<file path="config.mk">
export PLATFORM = sky130hd
export DESIGN_NAME = updown_gain_step_control
export DESIGN_NICKNAME = d
export VERILOG_FILES = /design/src/rtl/updown_gain_step_control.v
export VERILOG_INCLUDE_DIRS = /design/src /design/src/rtl
export SDC_FILE = /design/constraint.sdc
export NUM_CORES = 1
export LEC_CHECK = 0
export BUFFER_PORTS_ARGS = -buffer_cell sky130_fd_sc_hd__buf_2
export CAP_MARGIN = 20
export CORE_AREA = 2 2 39 41
export DETAILED_ROUTE_END_ITERATION = 16
export DIE_AREA = 0 0 41 43
export HOLD_SLACK_MARGIN = 0.05
export PLACE_DENSITY = 0.75
export SYNTH_ARGS = -nofsm -noshare
export SYNTH_HDL_FRONTEND = slang
export SYNTH_SLANG_ARGS = --single-unit
</file>
<file path="constraint.sdc">
create_clock -name core_clk -period 2.75 [get_ports core_clk]
set_input_delay 0.1375 -clock core_clk [delete_from_list [all_inputs] [get_ports core_clk]]
set_output_delay 0.1375 -clock core_clk [all_outputs]
set_load 0.1 [all_outputs]
</file>
<file path="src/rtl/gain_step_defs.vh">
`ifndef GAIN_STEP_DEFS_VH
`define GAIN_STEP_DEFS_VH

// ----------------------------------------
// Gain code layout
// ----------------------------------------
`define GAIN_CODE_WIDTH   4
`define GAIN_CODE_MAX     4'hF
`define GAIN_CODE_MIN     4'h0
`define GAIN_CODE_RESET   4'hB
`define GAIN_STEP_DB      3
`define GAIN_TOP_DB       12
`define GAIN_BOTTOM_DB    -33

// ----------------------------------------
// Reset values
// ----------------------------------------
// Pin order: polarity, shutdown, direction, step clock
`define PIN_SYNC_RESET    4'h8
`define STATUS_RESET      1'b0

`endif

</file>
<file path="src/rtl/updown_gain_step_control.v">
`timescale 1ns/1ps
`include "gain_step_defs.vh"

module updown_gain_step_control #(
  parameter GAIN_WIDTH = `GAIN_CODE_WIDTH
) (
  input  wire                  core_clk,
  input  wire                  rst,
  input  wire                  step_clock,
  input  wire                  gain_direction,
  input  wire                  power_down_input,
  input  wire                  power_down_polarity,
  output reg  [GAIN_WIDTH-1:0] gain_code,
  output reg                   gain_at_top,
  output reg                   gain_at_bottom,
  output reg                   shutdown,
  output reg                   step_taken
);

  // ----------------------------------------
  // Constants
  // ----------------------------------------
  localparam                  PIN_COUNT  = 4;
  localparam                  PIN_STEP   = 0;
  localparam                  PIN_DIR    = 1;
  localparam                  PIN_PD     = 2;
  localparam                  PIN_POL    = 3;
  localparam [GAIN_WIDTH-1:0] CODE_TOP   = `GAIN_CODE_MAX;
  localparam [GAIN_WIDTH-1:0] CODE_FLOOR = `GAIN_CODE_MIN;
  localparam [GAIN_WIDTH-1:0] CODE_START = `GAIN_CODE_RESET;
  localparam [GAIN_WIDTH-1:0] CODE_UNIT  = {{(GAIN_WIDTH-1){1'b0}}, 1'b1};
  localparam [PIN_COUNT-1:0]  SYNC_START = `PIN_SYNC_RESET;

  // ----------------------------------------
  // Pin bundle
  // ----------------------------------------
  wire [PIN_COUNT-1:0] pin_raw;
  wire [PIN_COUNT-1:0] pin_sync;

  assign pin_raw[PIN_STEP] = step_clock;
  assign pin_raw[PIN_DIR]  = gain_direction;
  assign pin_raw[PIN_PD]   = power_down_input;
  assign pin_raw[PIN_POL]  = power_down_polarity;

  // ----------------------------------------
  // Pin synchronisers
  // ----------------------------------------
  // Polarity stages start high so shutdown reads inactive until
  // the real pin levels have passed both flip-flops.
  genvar i;

  generate
    for (i = 0; i < PIN_COUNT; i = i + 1) begin : g_sync
      reg first_stage;
      reg second_stage;

      always @(posedge core_clk or posedge rst) begin
        if (rst) begin
          first_stage  <= SYNC_START[i];
          second_stage <= SYNC_START[i];
        end else begin
          first_stage  <= pin_raw[i];
          second_stage <= first_stage;
        end
      end

      assign pin_sync[i] = second_stage;
    end
  endgenerate

  // ----------------------------------------
  // Synchronised pin levels
  // ----------------------------------------
  wire step_level;
  wire direction_up;
  wire pd_level;
  wire pol_level;

  assign step_level   = pin_sync[PIN_STEP];
  assign direction_up = pin_sync[PIN_DIR];
  assign pd_level     = pin_sync[PIN_PD];
  assign pol_level    = pin_sync[PIN_POL];

  // ----------------------------------------
  // Step-clock edge detector
  // ----------------------------------------
  // Reset value matches the idle-low step clock, so no false step
  // follows reset; a clock held high through reset steps once.
  reg  step_level_prev;
  wire step_rise;

  always @(posedge core_clk or posedge rst) begin
    if (rst) begin
      step_level_prev <= 1'b0;
    end else begin
      step_level_prev <= step_level;
    end
  end

  assign step_rise = step_level & ~step_level_prev;

  // ----------------------------------------
  // Step decode
  // ----------------------------------------
  // Direction passes the same two stages as the clock, so it is
  // read at the same sampling instant as the edge it belongs to.
  wire at_top_now;
  wire at_floor_now;
  wire want_up;
  wire want_down;
  wire do_up;
  wire do_down;

  assign at_top_now   = (gain_code == CODE_TOP);
  assign at_floor_now = (gain_code == CODE_FLOOR);
  assign want_up      = step_rise & direction_up;
  assign want_down    = step_rise & ~direction_up;
  assign do_up        = want_up & ~at_top_now;
  assign do_down      = want_down & ~at_floor_now;

  // ----------------------------------------
  // Next state
  // ----------------------------------------
  reg [GAIN_WIDTH-1:0] next_gain;
  reg                  next_taken;
  reg                  next_at_top;
  reg                  next_at_bottom;
  reg                  next_shutdown;

  always @* begin
    next_gain  = gain_code;
    next_taken = 1'b0;
    if (do_up) begin
      next_gain  = gain_code + CODE_UNIT;
      next_taken = 1'b1;
    end else if (do_down) begin
      next_gain  = gain_code - CODE_UNIT;
      next_taken = 1'b1;
    end
  end

  // Flags follow the new code, so they never lag the gain output
  always @* begin
    next_at_top    = (next_gain == CODE_TOP);
    next_at_bottom = (next_gain == CODE_FLOOR);
  end

  // Either pin level may mean sleep; agreement is what counts
  always @* begin
    next_shutdown = ~(pd_level ^ pol_level);
  end

  // ----------------------------------------
  // Gain register
  // ----------------------------------------
  // One code for both channels. Shutdown neither blocks nor reloads
  // it, so the setting survives sleep and may still be stepped there.
  always @(posedge core_clk or posedge rst) begin
    if (rst) begin
      gain_code <= CODE_START;
    end else begin
      gain_code <= next_gain;
    end
  end

  // ----------------------------------------
  // End-of-range flags
  // ----------------------------------------
  always @(posedge core_clk or posedge rst) begin
    if (rst) begin
      gain_at_top <= `STATUS_RESET;
    end else begin
      gain_at_top <= next_at_top;
    end
  end

  always @(posedge core_clk or posedge rst) begin
    if (rst) begin
      gain_at_bottom <= `STATUS_RESET;
    end else begin
      gain_at_bottom <= next_at_bottom;
    end
  end

  // ----------------------------------------
  // Shutdown status
  // ----------------------------------------
  // Lags the pins by three clocks; a glitch shorter than that may
  // still show for one cycle, as nothing filters it here.
  always @(posedge core_clk or posedge rst) begin
    if (rst) begin
      shutdown <= `STATUS_RESET;
    end else begin
      shutdown <= next_shutdown;
    end
  end

  // ----------------------------------------
  // Step pulse
  // ----------------------------------------
  // High for one cycle only when the code really moved; refused
  // steps at either end leave it low.
  always @(posedge core_clk or posedge rst) begin
    if (rst) begin
      step_taken <= `STATUS_RESET;
    end else begin
      step_taken <= next_taken;
    end
  end

endmodule // updown_gain_step_control

</file>
==> impl_metrics.tcl, run 1 <==
set metrics [dict create \
    status "completed" \
    vias 370 \
    synth_seq_cells 17 \
    period_share 0.653 \
    dr.first_iter.drc_count 1 \
    setup_viol 0 \
    r2r_cells 7 \
    drive_above_1_share 0.422 \
    synth_most_common_cell "dfrtp_1" \
    startpoint "gain_code[0]" \
    routabilityCongestion 0.764 \
    die_area_sq_um 1760 \
    cts_tree "yes" \
    portBuffers 13 \
    viasPerCell 4.63 \
    ctsLongestPathBuffers 2 \
    syn_avg_cell_area_sq_um 15.3 \
    synth-main-ff-cell "dfrtp_1" \
    synth.net_count 50 \
    clock.fmax_mhz 557 \
    maxCapViolCount 0 \
    worst_slew_pin_slew_ns 0.605 \
    drt-total-wl_um 1030 \
    core_sq_um 1380 \
    syn_area_sq_um 643 \
    gr-total-overflow 0 \
    die_w_um 41 \
    synth_commonest_cells "dfrtp_1, dfstp_2, inv_1" \
    relSlewSlack 0.596 \
    antenna_found_initial 0 \
    crit_fanout 5 \
    initial_core_util 0.465 \
    slew_violations 0 \
    io_pins 14 \
    fin_setup_tns_ns 0 \
    fin_crit_ns 1.80 \
    root_buffer "clkbuf_4" \
    rows 14 \
    drt-wirelength-per-cell_um 12.9 \
    synth_area_leaders "dfrtp_1, dfstp_2, ha_1" \
    synth_edf_count 0 \
    ys_seq_area_frac 0.671 \
    antenna_cells 0 \
    drt_pass1_iterations 4 \
    grt_pass1_wl_um 1540 \
    r2r-end "gain_at_top" \
    skew_ns 0.00233 \
    crit_path_end "gain_at_top" \
    cts-resized-gates 0 \
    hold_viol 0 \
    synth.distinct_cells 19 \
    clock-sinks 17 \
    r2r_start "gain_code[0]" \
    postCtsSetupBuffers 0 \
    crit_arrival_ns 2.01 \
    regToRegSetupSlack_ns 0.95 \
    fin_hold_ws_ns 0.354 \
    hpwlAfterDp_um 720 \
    synth_warnings 0 \
    ant_nets 0 \
    grt_max_degree 18 \
    required_ns 2.96 \
    grt_usage 0.139 \
    h-tree-depth 1 \
    netlist_instances 42 \
    startpoint_type "register" \
    cts_made_buffers 3 \
    cp-end-kind "register" \
    placed_area_sq_um 728 \
    drc 0 \
    yosysTopAreaCellShare 0.467 \
    design_area_sq_um 805 \
    nNetsFinal 73 \
    synthArstFlopShare 1.00 \
    worstSetupPathType "register to register" \
    rsz0062_at_grt "false" \
    clk_latency_ns 0.27 \
    area_growth_pct 25.1 \
    hold_path.class "register to register" \
    path_clk_slew_ns 0.09 \
    synth_top_area_cell "dfrtp_1" \
    grt_pass1_vias 342 \
    chipHeight_um 43 \
    hold_buffers 5 \
]
## critical path: stages, from the launching register on
cell     delay [ns]
dfstp_2        0.57
inv_1          0.07
ha_1           0.19
inv_1          0.10
o31ai_4        0.09
o22ai_1        0.18
xor2_1         0.30
and4_1         0.23
## cells in the final DEF, fill, tap and decap left out, types with 2 or more instances in the layout
cell and n:
xnor2_1 2, ha_1 2, dlygate4sd3_1 5, inv_1 5, buf_2 13, nand3_1 2, clkbuf_4 3, dfstp_2 5
nand2_1 2, dfrtp_1 12
## registers in the layout, indices dropped and copies added, names as in the netlist
signal               flops
gain_code                4
g_sync.second_stage      3
shutdown                 1
direction_up             1
gain_at_bottom           1
step_taken               1
gain_at_top              1
g_sync.first_stage       4
step_level_prev          1
## metrics by stage
stage	setup WS (ns)	utilization	cells
after global placement	1.06	0.526	71
final	0.954	0.581	80
after global routing	0.802	0.581	80
after detailed placement	0.951	0.526	71
after CTS	0.927	0.581	80
after floorplan	0.696	-	42
## how the worst min path moves through the flow
stage	startpoint	to	slack, ns	depth (start not counted)
floorplan	rst	direction_up	0.06	1
global placement	rst	shutdown	0.22	2
detailed placement	rst	step_level_prev	0.24	2
CTS	g_sync[1].first_stage	direction_up	0.35	0
global route	g_sync[2].first_stage	g_sync[2].second_stage	0.36	0
finish	g_sync[1].first_stage	direction_up	0.35	0
## layer usage
metal / vias up / wire, um / global-route usage / part of all wire
met2: 7 / 559 / 0.200 / 0.54
met5: - / 0 / 0 / 0
li1: 187 / - / - / -
met1: 176 / 455 / 0.184 / 0.44
met4: 0 / 0 / 0.0800 / 0
met3: 0 / 18 / 0.0314 / 0.017
## cells by family (layout without fill, tap and decap cells)
logic type      count (synthesis)  count (layout)  synth area share
flops                          17              17             0.671
simple gates                    9               9             0.103
buf+inv                         5              27            0.0292
compound gates                  4               4            0.0739
xor+xnor                        4               4            0.0662
fa+ha+maj                       2               2            0.0389
mux                             1               1            0.0175
## final cells by class
cell class / instances / area [sq um]
Sequential cell: 17 / 432
Timing Repair Buffer: 18 / 115
Fill cell: 116 / 579
Clock buffer: 4 / 26.3
Multi-Input combinational cell: 20 / 193
Tap cell: 16 / 20.0
Inverter: 5 / 18.8
Power of run 1 is left out: the tool's default activity adds up to more than one toggle a clock period on the data nets, which glitch-free logic cannot reach.
==> run 2, diff against run 1 <==
Settings changed: CORE_AREA 2 2 39 41 to default, CORE_MARGIN from default to 2, CORE_UTILIZATION from default to 49, DIE_AREA 0 0 41 43 to default, PLACE_DENSITY 0.75 to 0.76.
Clock period 2.75 ns to 1.7 ns, I/O delays scaled along.
==> impl_metrics.tcl, run 2 (synthesized netlist as in run 1, its figures left out) <==
set metrics [dict create \
    hold_path.class "register to register" \
    layout_common_cells "buf_2, dfrtp_1, dlygate4sd3_1, clkbuf_4, dfstp_4" \
    hold_end "direction_up" \
    fillerInstances 95 \
    worst_slack_ns -0.0119 \
    cts_tree "yes" \
    slew_violations 0 \
    regToRegSetupSlack_ns -0.01 \
    h-tree-depth 1 \
    setup_viol 2 \
    clock.fmax_mhz 584 \
    worstSetupPathType "register to register" \
    skew_ns 0.00275 \
    cp-end-kind "register" \
    clock-sinks 17 \
    portBuffers 13 \
    io_pins 14 \
    drive_above_1_share 0.578 \
    final_common_cell "buf_2" \
    postCtsSetupBuffers 0 \
    nNetsFinal 73 \
    drt-total-wl_um 1030 \
    layoutNonFillerInstCount 79 \
    die_w_um 40.2 \
    initial_core_util 0.507 \
    maxCapViolCount 0 \
    dr.first_iter.drc_count 2 \
    root_buffer "clkbuf_4" \
    antenna_cells 0 \
    die_area_sq_um 1620 \
    grt_max_degree 18 \
    hold_start "g_sync[1].first_stage" \
    grt_usage 0.164 \
    reg_top3 "g_sync.first_stage x4, gain_code x4, g_sync.second_stage x3" \
    cts_made_buffers 3 \
    drt-wirelength-per-cell_um 13.1 \
    chipHeight_um 40.2 \
    r2r-end "gain_at_bottom" \
    vias 374 \
    violations "negative setup slack" \
    hold_path_depth 0 \
    required_ns 1.89 \
    r2r_start "gain_code[0]" \
    r2r_cells 7 \
    antenna_found_initial 0 \
    rsz0062_at_grt "true" \
    routabilityCongestion 0.757 \
    gr-total-overflow 0 \
    status "finished with violations" \
    path_clk_slew_ns 0.10 \
    ant_nets 0 \
    clk_latency_ns 0.28 \
    ctsLongestPathBuffers 2 \
    grt_pass1_vias 394 \
    period_share 1.01 \
    worst_slew_pin_slew_ns 0.578 \
    fin_setup_tns_ns -0.0168 \
    post-route-util 0.690 \
    core_sq_um 1270 \
    startpoint_type "register" \
    grt_pass1_wl_um 1610 \
    relSlewSlack 0.614 \
    hold_viol 0 \
    area_growth_pct 36.2 \
    drc 0 \
    rows 13 \
    viasPerCell 4.73 \
    crit_arrival_ns 1.91 \
    drt_pass1_iterations 4 \
    fin_crit_ns 1.71 \
    dp.cells 70 \
    crit_fanout 5 \
]
==> run 2: cell types whose count changed in the layout (fill, tap and decap cells not counted), moves of 2 or more <==
cell	previous run	this run
dfstp_2	5	2
dfstp_4	0	3
inv_1	5	2
ha_1	2	0
ha_4	0	2
inv_2	0	2
==> run 2: how the worst max path moves through the flow <==
| stage | depth (start not counted) | start | end |
|---|---|---|---|
| after floorplan | 6 | gain_code[1] | gain_at_top |
| after global placement | 7 | gain_code[1] | gain_at_top |
| after detailed placement | 7 | gain_code[0] | gain_at_top |
| after CTS | 7 | gain_code[0] | gain_at_top |
| after global routing | 7 | gain_code[0] | gain_at_bottom |
| final | 7 | gain_code[0] | gain_at_bottom |
==> run 2: through the flow <==
| step | hold slack [ns] | instance area (sq um) | setup WS (ns) |
|---|---|---|---|
| finish | 0.355 | 876 | -0.0119 |
| global route | 0.364 | 876 | -0.136 |
| CTS | 0.357 | 866 | -0.0194 |
| detailed placement | 0.173 | 781 | -0.00113 |
| global placement | 0.173 | 781 | 0.00298 |
| floorplan | 0.00734 | 697 | -0.101 |
==> run 2: critical path, cell delays in order, from the launching register on <==
cell     delay [ns]
dfstp_4        0.51
inv_4          0.08
ha_4           0.13
inv_2          0.05
o31ai_4        0.29
mux2_4         0.22
nand2_1        0.08
nor4_1         0.27
==> run 2: layout make-up <==
| type | count | area [sq um] | area share |
|---|---|---|---|
| sequential | 17 | 444 | 0.507 |
| multi-input combinational | 20 | 249 | 0.284 |
| timing repair buffer | 18 | 115 | 0.131 |
| clock buffer | 3 | 22.5 | 0.0257 |
| inverter | 5 | 21.3 | 0.0243 |
| tap | 15 | 18.8 | 0.0214 |
| clock inverter | 1 | 5.00 | 0.00571 |
==> run 2: repair_timing <==
action,CTS,global route
hold buffers,5,0
hold endpoints to repair,16,0
endpoints found under the setup margin,1,2
resized for setup,1,2
pin swaps,0,1
==> run 2: per-layer routing <==
| layer | vias to the layer above | global-route usage | part of all wire |
|---|---|---|---|
| met5 | - | 0 | 0 |
| met4 | 0 | 0.0750 | 0 |
| met3 | 0 | 0.0500 | 0.027 |
| met2 | 8 | 0.270 | 0.56 |
| met1 | 182 | 0.195 | 0.41 |
| li1 | 184 | - | - |
Power of run 2 is left out for the same reason.
==> run 3, diff against run 2 <==
Settings changed: ABC_AREA from default to 1, CORE_UTILIZATION 49 to 52, PLACE_DENSITY 0.76 to 0.78.
==> impl_metrics.tcl, run 3 <==
set metrics [dict create \
    status "completed" \
    routed.top_layer "met4" \
    fin_crit_ns 1.58 \
    r2r_start "gain_code[0]" \
    worst_slew_pin_slew_ns 0.618 \
    ant_nets 0 \
    dp_slack_ns 0.118 \
    h-tree-depth 1 \
    antenna_cells 0 \
    ys_seq_area_frac 0.548 \
    cp-end-kind "output pin" \
    viasPerCell 4.73 \
    root_buffer "clkbuf_4" \
    wirelength_met1_um 609 \
    drt-wirelength-per-cell_um 11.7 \
    worst_slack_ns 0.119 \
    grt_usage 0.175 \
    wl_met3_um 42 \
    reg_top3 "g_sync.first_stage x4, gain_code x4, g_sync.second_stage x3" \
    cts_made_buffers 3 \
    clock.fmax_mhz 632 \
    clk_latency_ns 0.28 \
    period_share 0.930 \
    skew_ns 0.00114 \
    hold_path_depth 0 \
    routabilityCongestion 0.803 \
    core_sq_um 1450 \
    layout_common_cells "nand2_1, buf_2, dfrtp_1, nand3_1, nand2_2" \
    worstSetupPathType "register to output pin" \
    required_ns 1.62 \
    synth_top_area_cell "dfrtp_1" \
    drive_above_1_share 0.475 \
    p_per_area_nw_per_um2 1930 \
    drt_pass1_iterations 3 \
    final_common_cell "nand2_1" \
    initial_core_util 0.541 \
    fin_setup_tns_ns 0 \
    vias 553 \
    rsz0062_at_grt "false" \
    chipHeight_um 42.9 \
    slew_violations 0 \
    cts_tree "yes" \
    nNetsFinal 110 \
    synth_seq_cells 17 \
    die_w_um 42.9 \
    crit_arrival_ns 1.50 \
    portBuffers 13 \
    area_growth_pct 25.6 \
    synth.distinct_cells 22 \
    maxCapViolCount 0 \
    synth_edf_count 0 \
    synthArstFlopShare 1.00 \
    total_power_mw 1.91 \
    rows 14 \
    r2r_cells 9 \
    crit_fanout 3 \
    grt_pass1_wl_um 2290 \
    synth_commonest_cells "nand2_1, dfrtp_1, inv_1, nand2_2, nand3_1" \
    hold_path.class "register to register" \
    grt_pass1_vias 530 \
    hpwlAfterDp_um 1010 \
    startpoint "gain_code[0]" \
    antenna_found_initial 0 \
    regToRegSetupSlack_ns 0.13 \
    dr.first_iter.drc_count 5 \
    wl_met2_um 678 \
    p_leak_nw 0.481 \
    synth_area_leaders "dfrtp_1, dfstp_2, nand2_1" \
    layoutNonFillerInstCount 117 \
    yosysTopAreaCellShare 0.382 \
    cts-resized-gates 0 \
    synth_warnings 0 \
    die_area_sq_um 1840 \
    netlist_instances 78 \
    syn_area_sq_um 787 \
    clock-sinks 17 \
    drc 0 \
    path_clk_slew_ns 0.09 \
    ir_drop_mv 1.28 \
    syn_avg_cell_area_sq_um 10.1 \
    io_pins 14 \
    hold_start "g_sync[0].first_stage" \
    relSlewSlack 0.587 \
    ctsLongestPathBuffers 2 \
    startpoint_type "register" \
    hold_viol 0 \
    synth.net_count 86 \
    gr-total-overflow 0 \
    drt-total-wl_um 1360 \
    synth_most_common_cell "nand2_1" \
    dp.cells 106 \
    synth-main-ff-cell "dfrtp_1" \
    setup_viol 0 \
    grt_max_degree 18 \
]
==> run 3: kinds of logic after synthesis <==
family,count (synthesis),share of synthesized area
flops,17,0.548
xor+xnor,3,0.0334
buf+inv,12,0.0715
fa+ha+maj,2,0.0318
simple gates,40,0.285
compound gates,4,0.0302
==> run 3: per-stage QoR <==
step | hold slack (ns) | util | area [sq um]
2_1_floorplan | 0.00735 | - | 823
3_3_place_gp | 0.167 | 0.617 | 897
5_1_grt | 0.364 | 0.680 | 988
4_1_cts | 0.357 | 0.670 | 973
3_5_place_dp | 0.186 | 0.617 | 897
6_report | 0.354 | 0.680 | 988
==> run 3: where the power goes <==
part           total [mW]  switching, mW  leakage (nW)  internal, mW
clock network       0.205          0.114        0.0150        0.0911
registers           0.624          0.102         0.198         0.522
logic                1.08          0.793         0.268         0.289
total                1.91           1.01         0.481         0.901
==> run 3: what timing repair did <==
item                                    CTS  global route
hold buffers                              5             0
endpoints found under the setup margin    0             1
endpoints found under the hold margin    16             0
setup buffers                             0             2
==> run 3: area by class of cell <==
| class | instances | area (sq um) |
|---|---|---|
| Tap cell | 16 | 20.0 |
| Multi-Input combinational cell | 49 | 324 |
| Fill cell | 122 | 465 |
| Sequential cell | 17 | 440 |
| Clock buffer | 4 | 26.3 |
| Inverter | 11 | 47.5 |
| Timing Repair Buffer | 20 | 130 |
==> run 3: final timing paths <==
| check | endpoint |
|---|---|
| max | gain_code[0] |
| min | g_sync[0].second_stage |
| max reg2reg | gain_at_top |
| min reg2reg | g_sync[0].second_stage |
| max in group asynchronous | gain_code[2] |
| min in group asynchronous | g_sync[0].second_stage |
==> run 3: routing by layer <==
metal,vias to the layer above,track usage
li1,288,-
met3,5,0.0383
met2,11,0.282
met4,0,0.0938
met5,-,0
met1,249,0.218
==> run 3: critical path, cell delays in order, from the launching register on <==
cell	delay (ns)
dfstp_4	0.66
buf_4	0.13
buf_2	0.42
No activity file was read; power rests on OpenSTA's default activity.
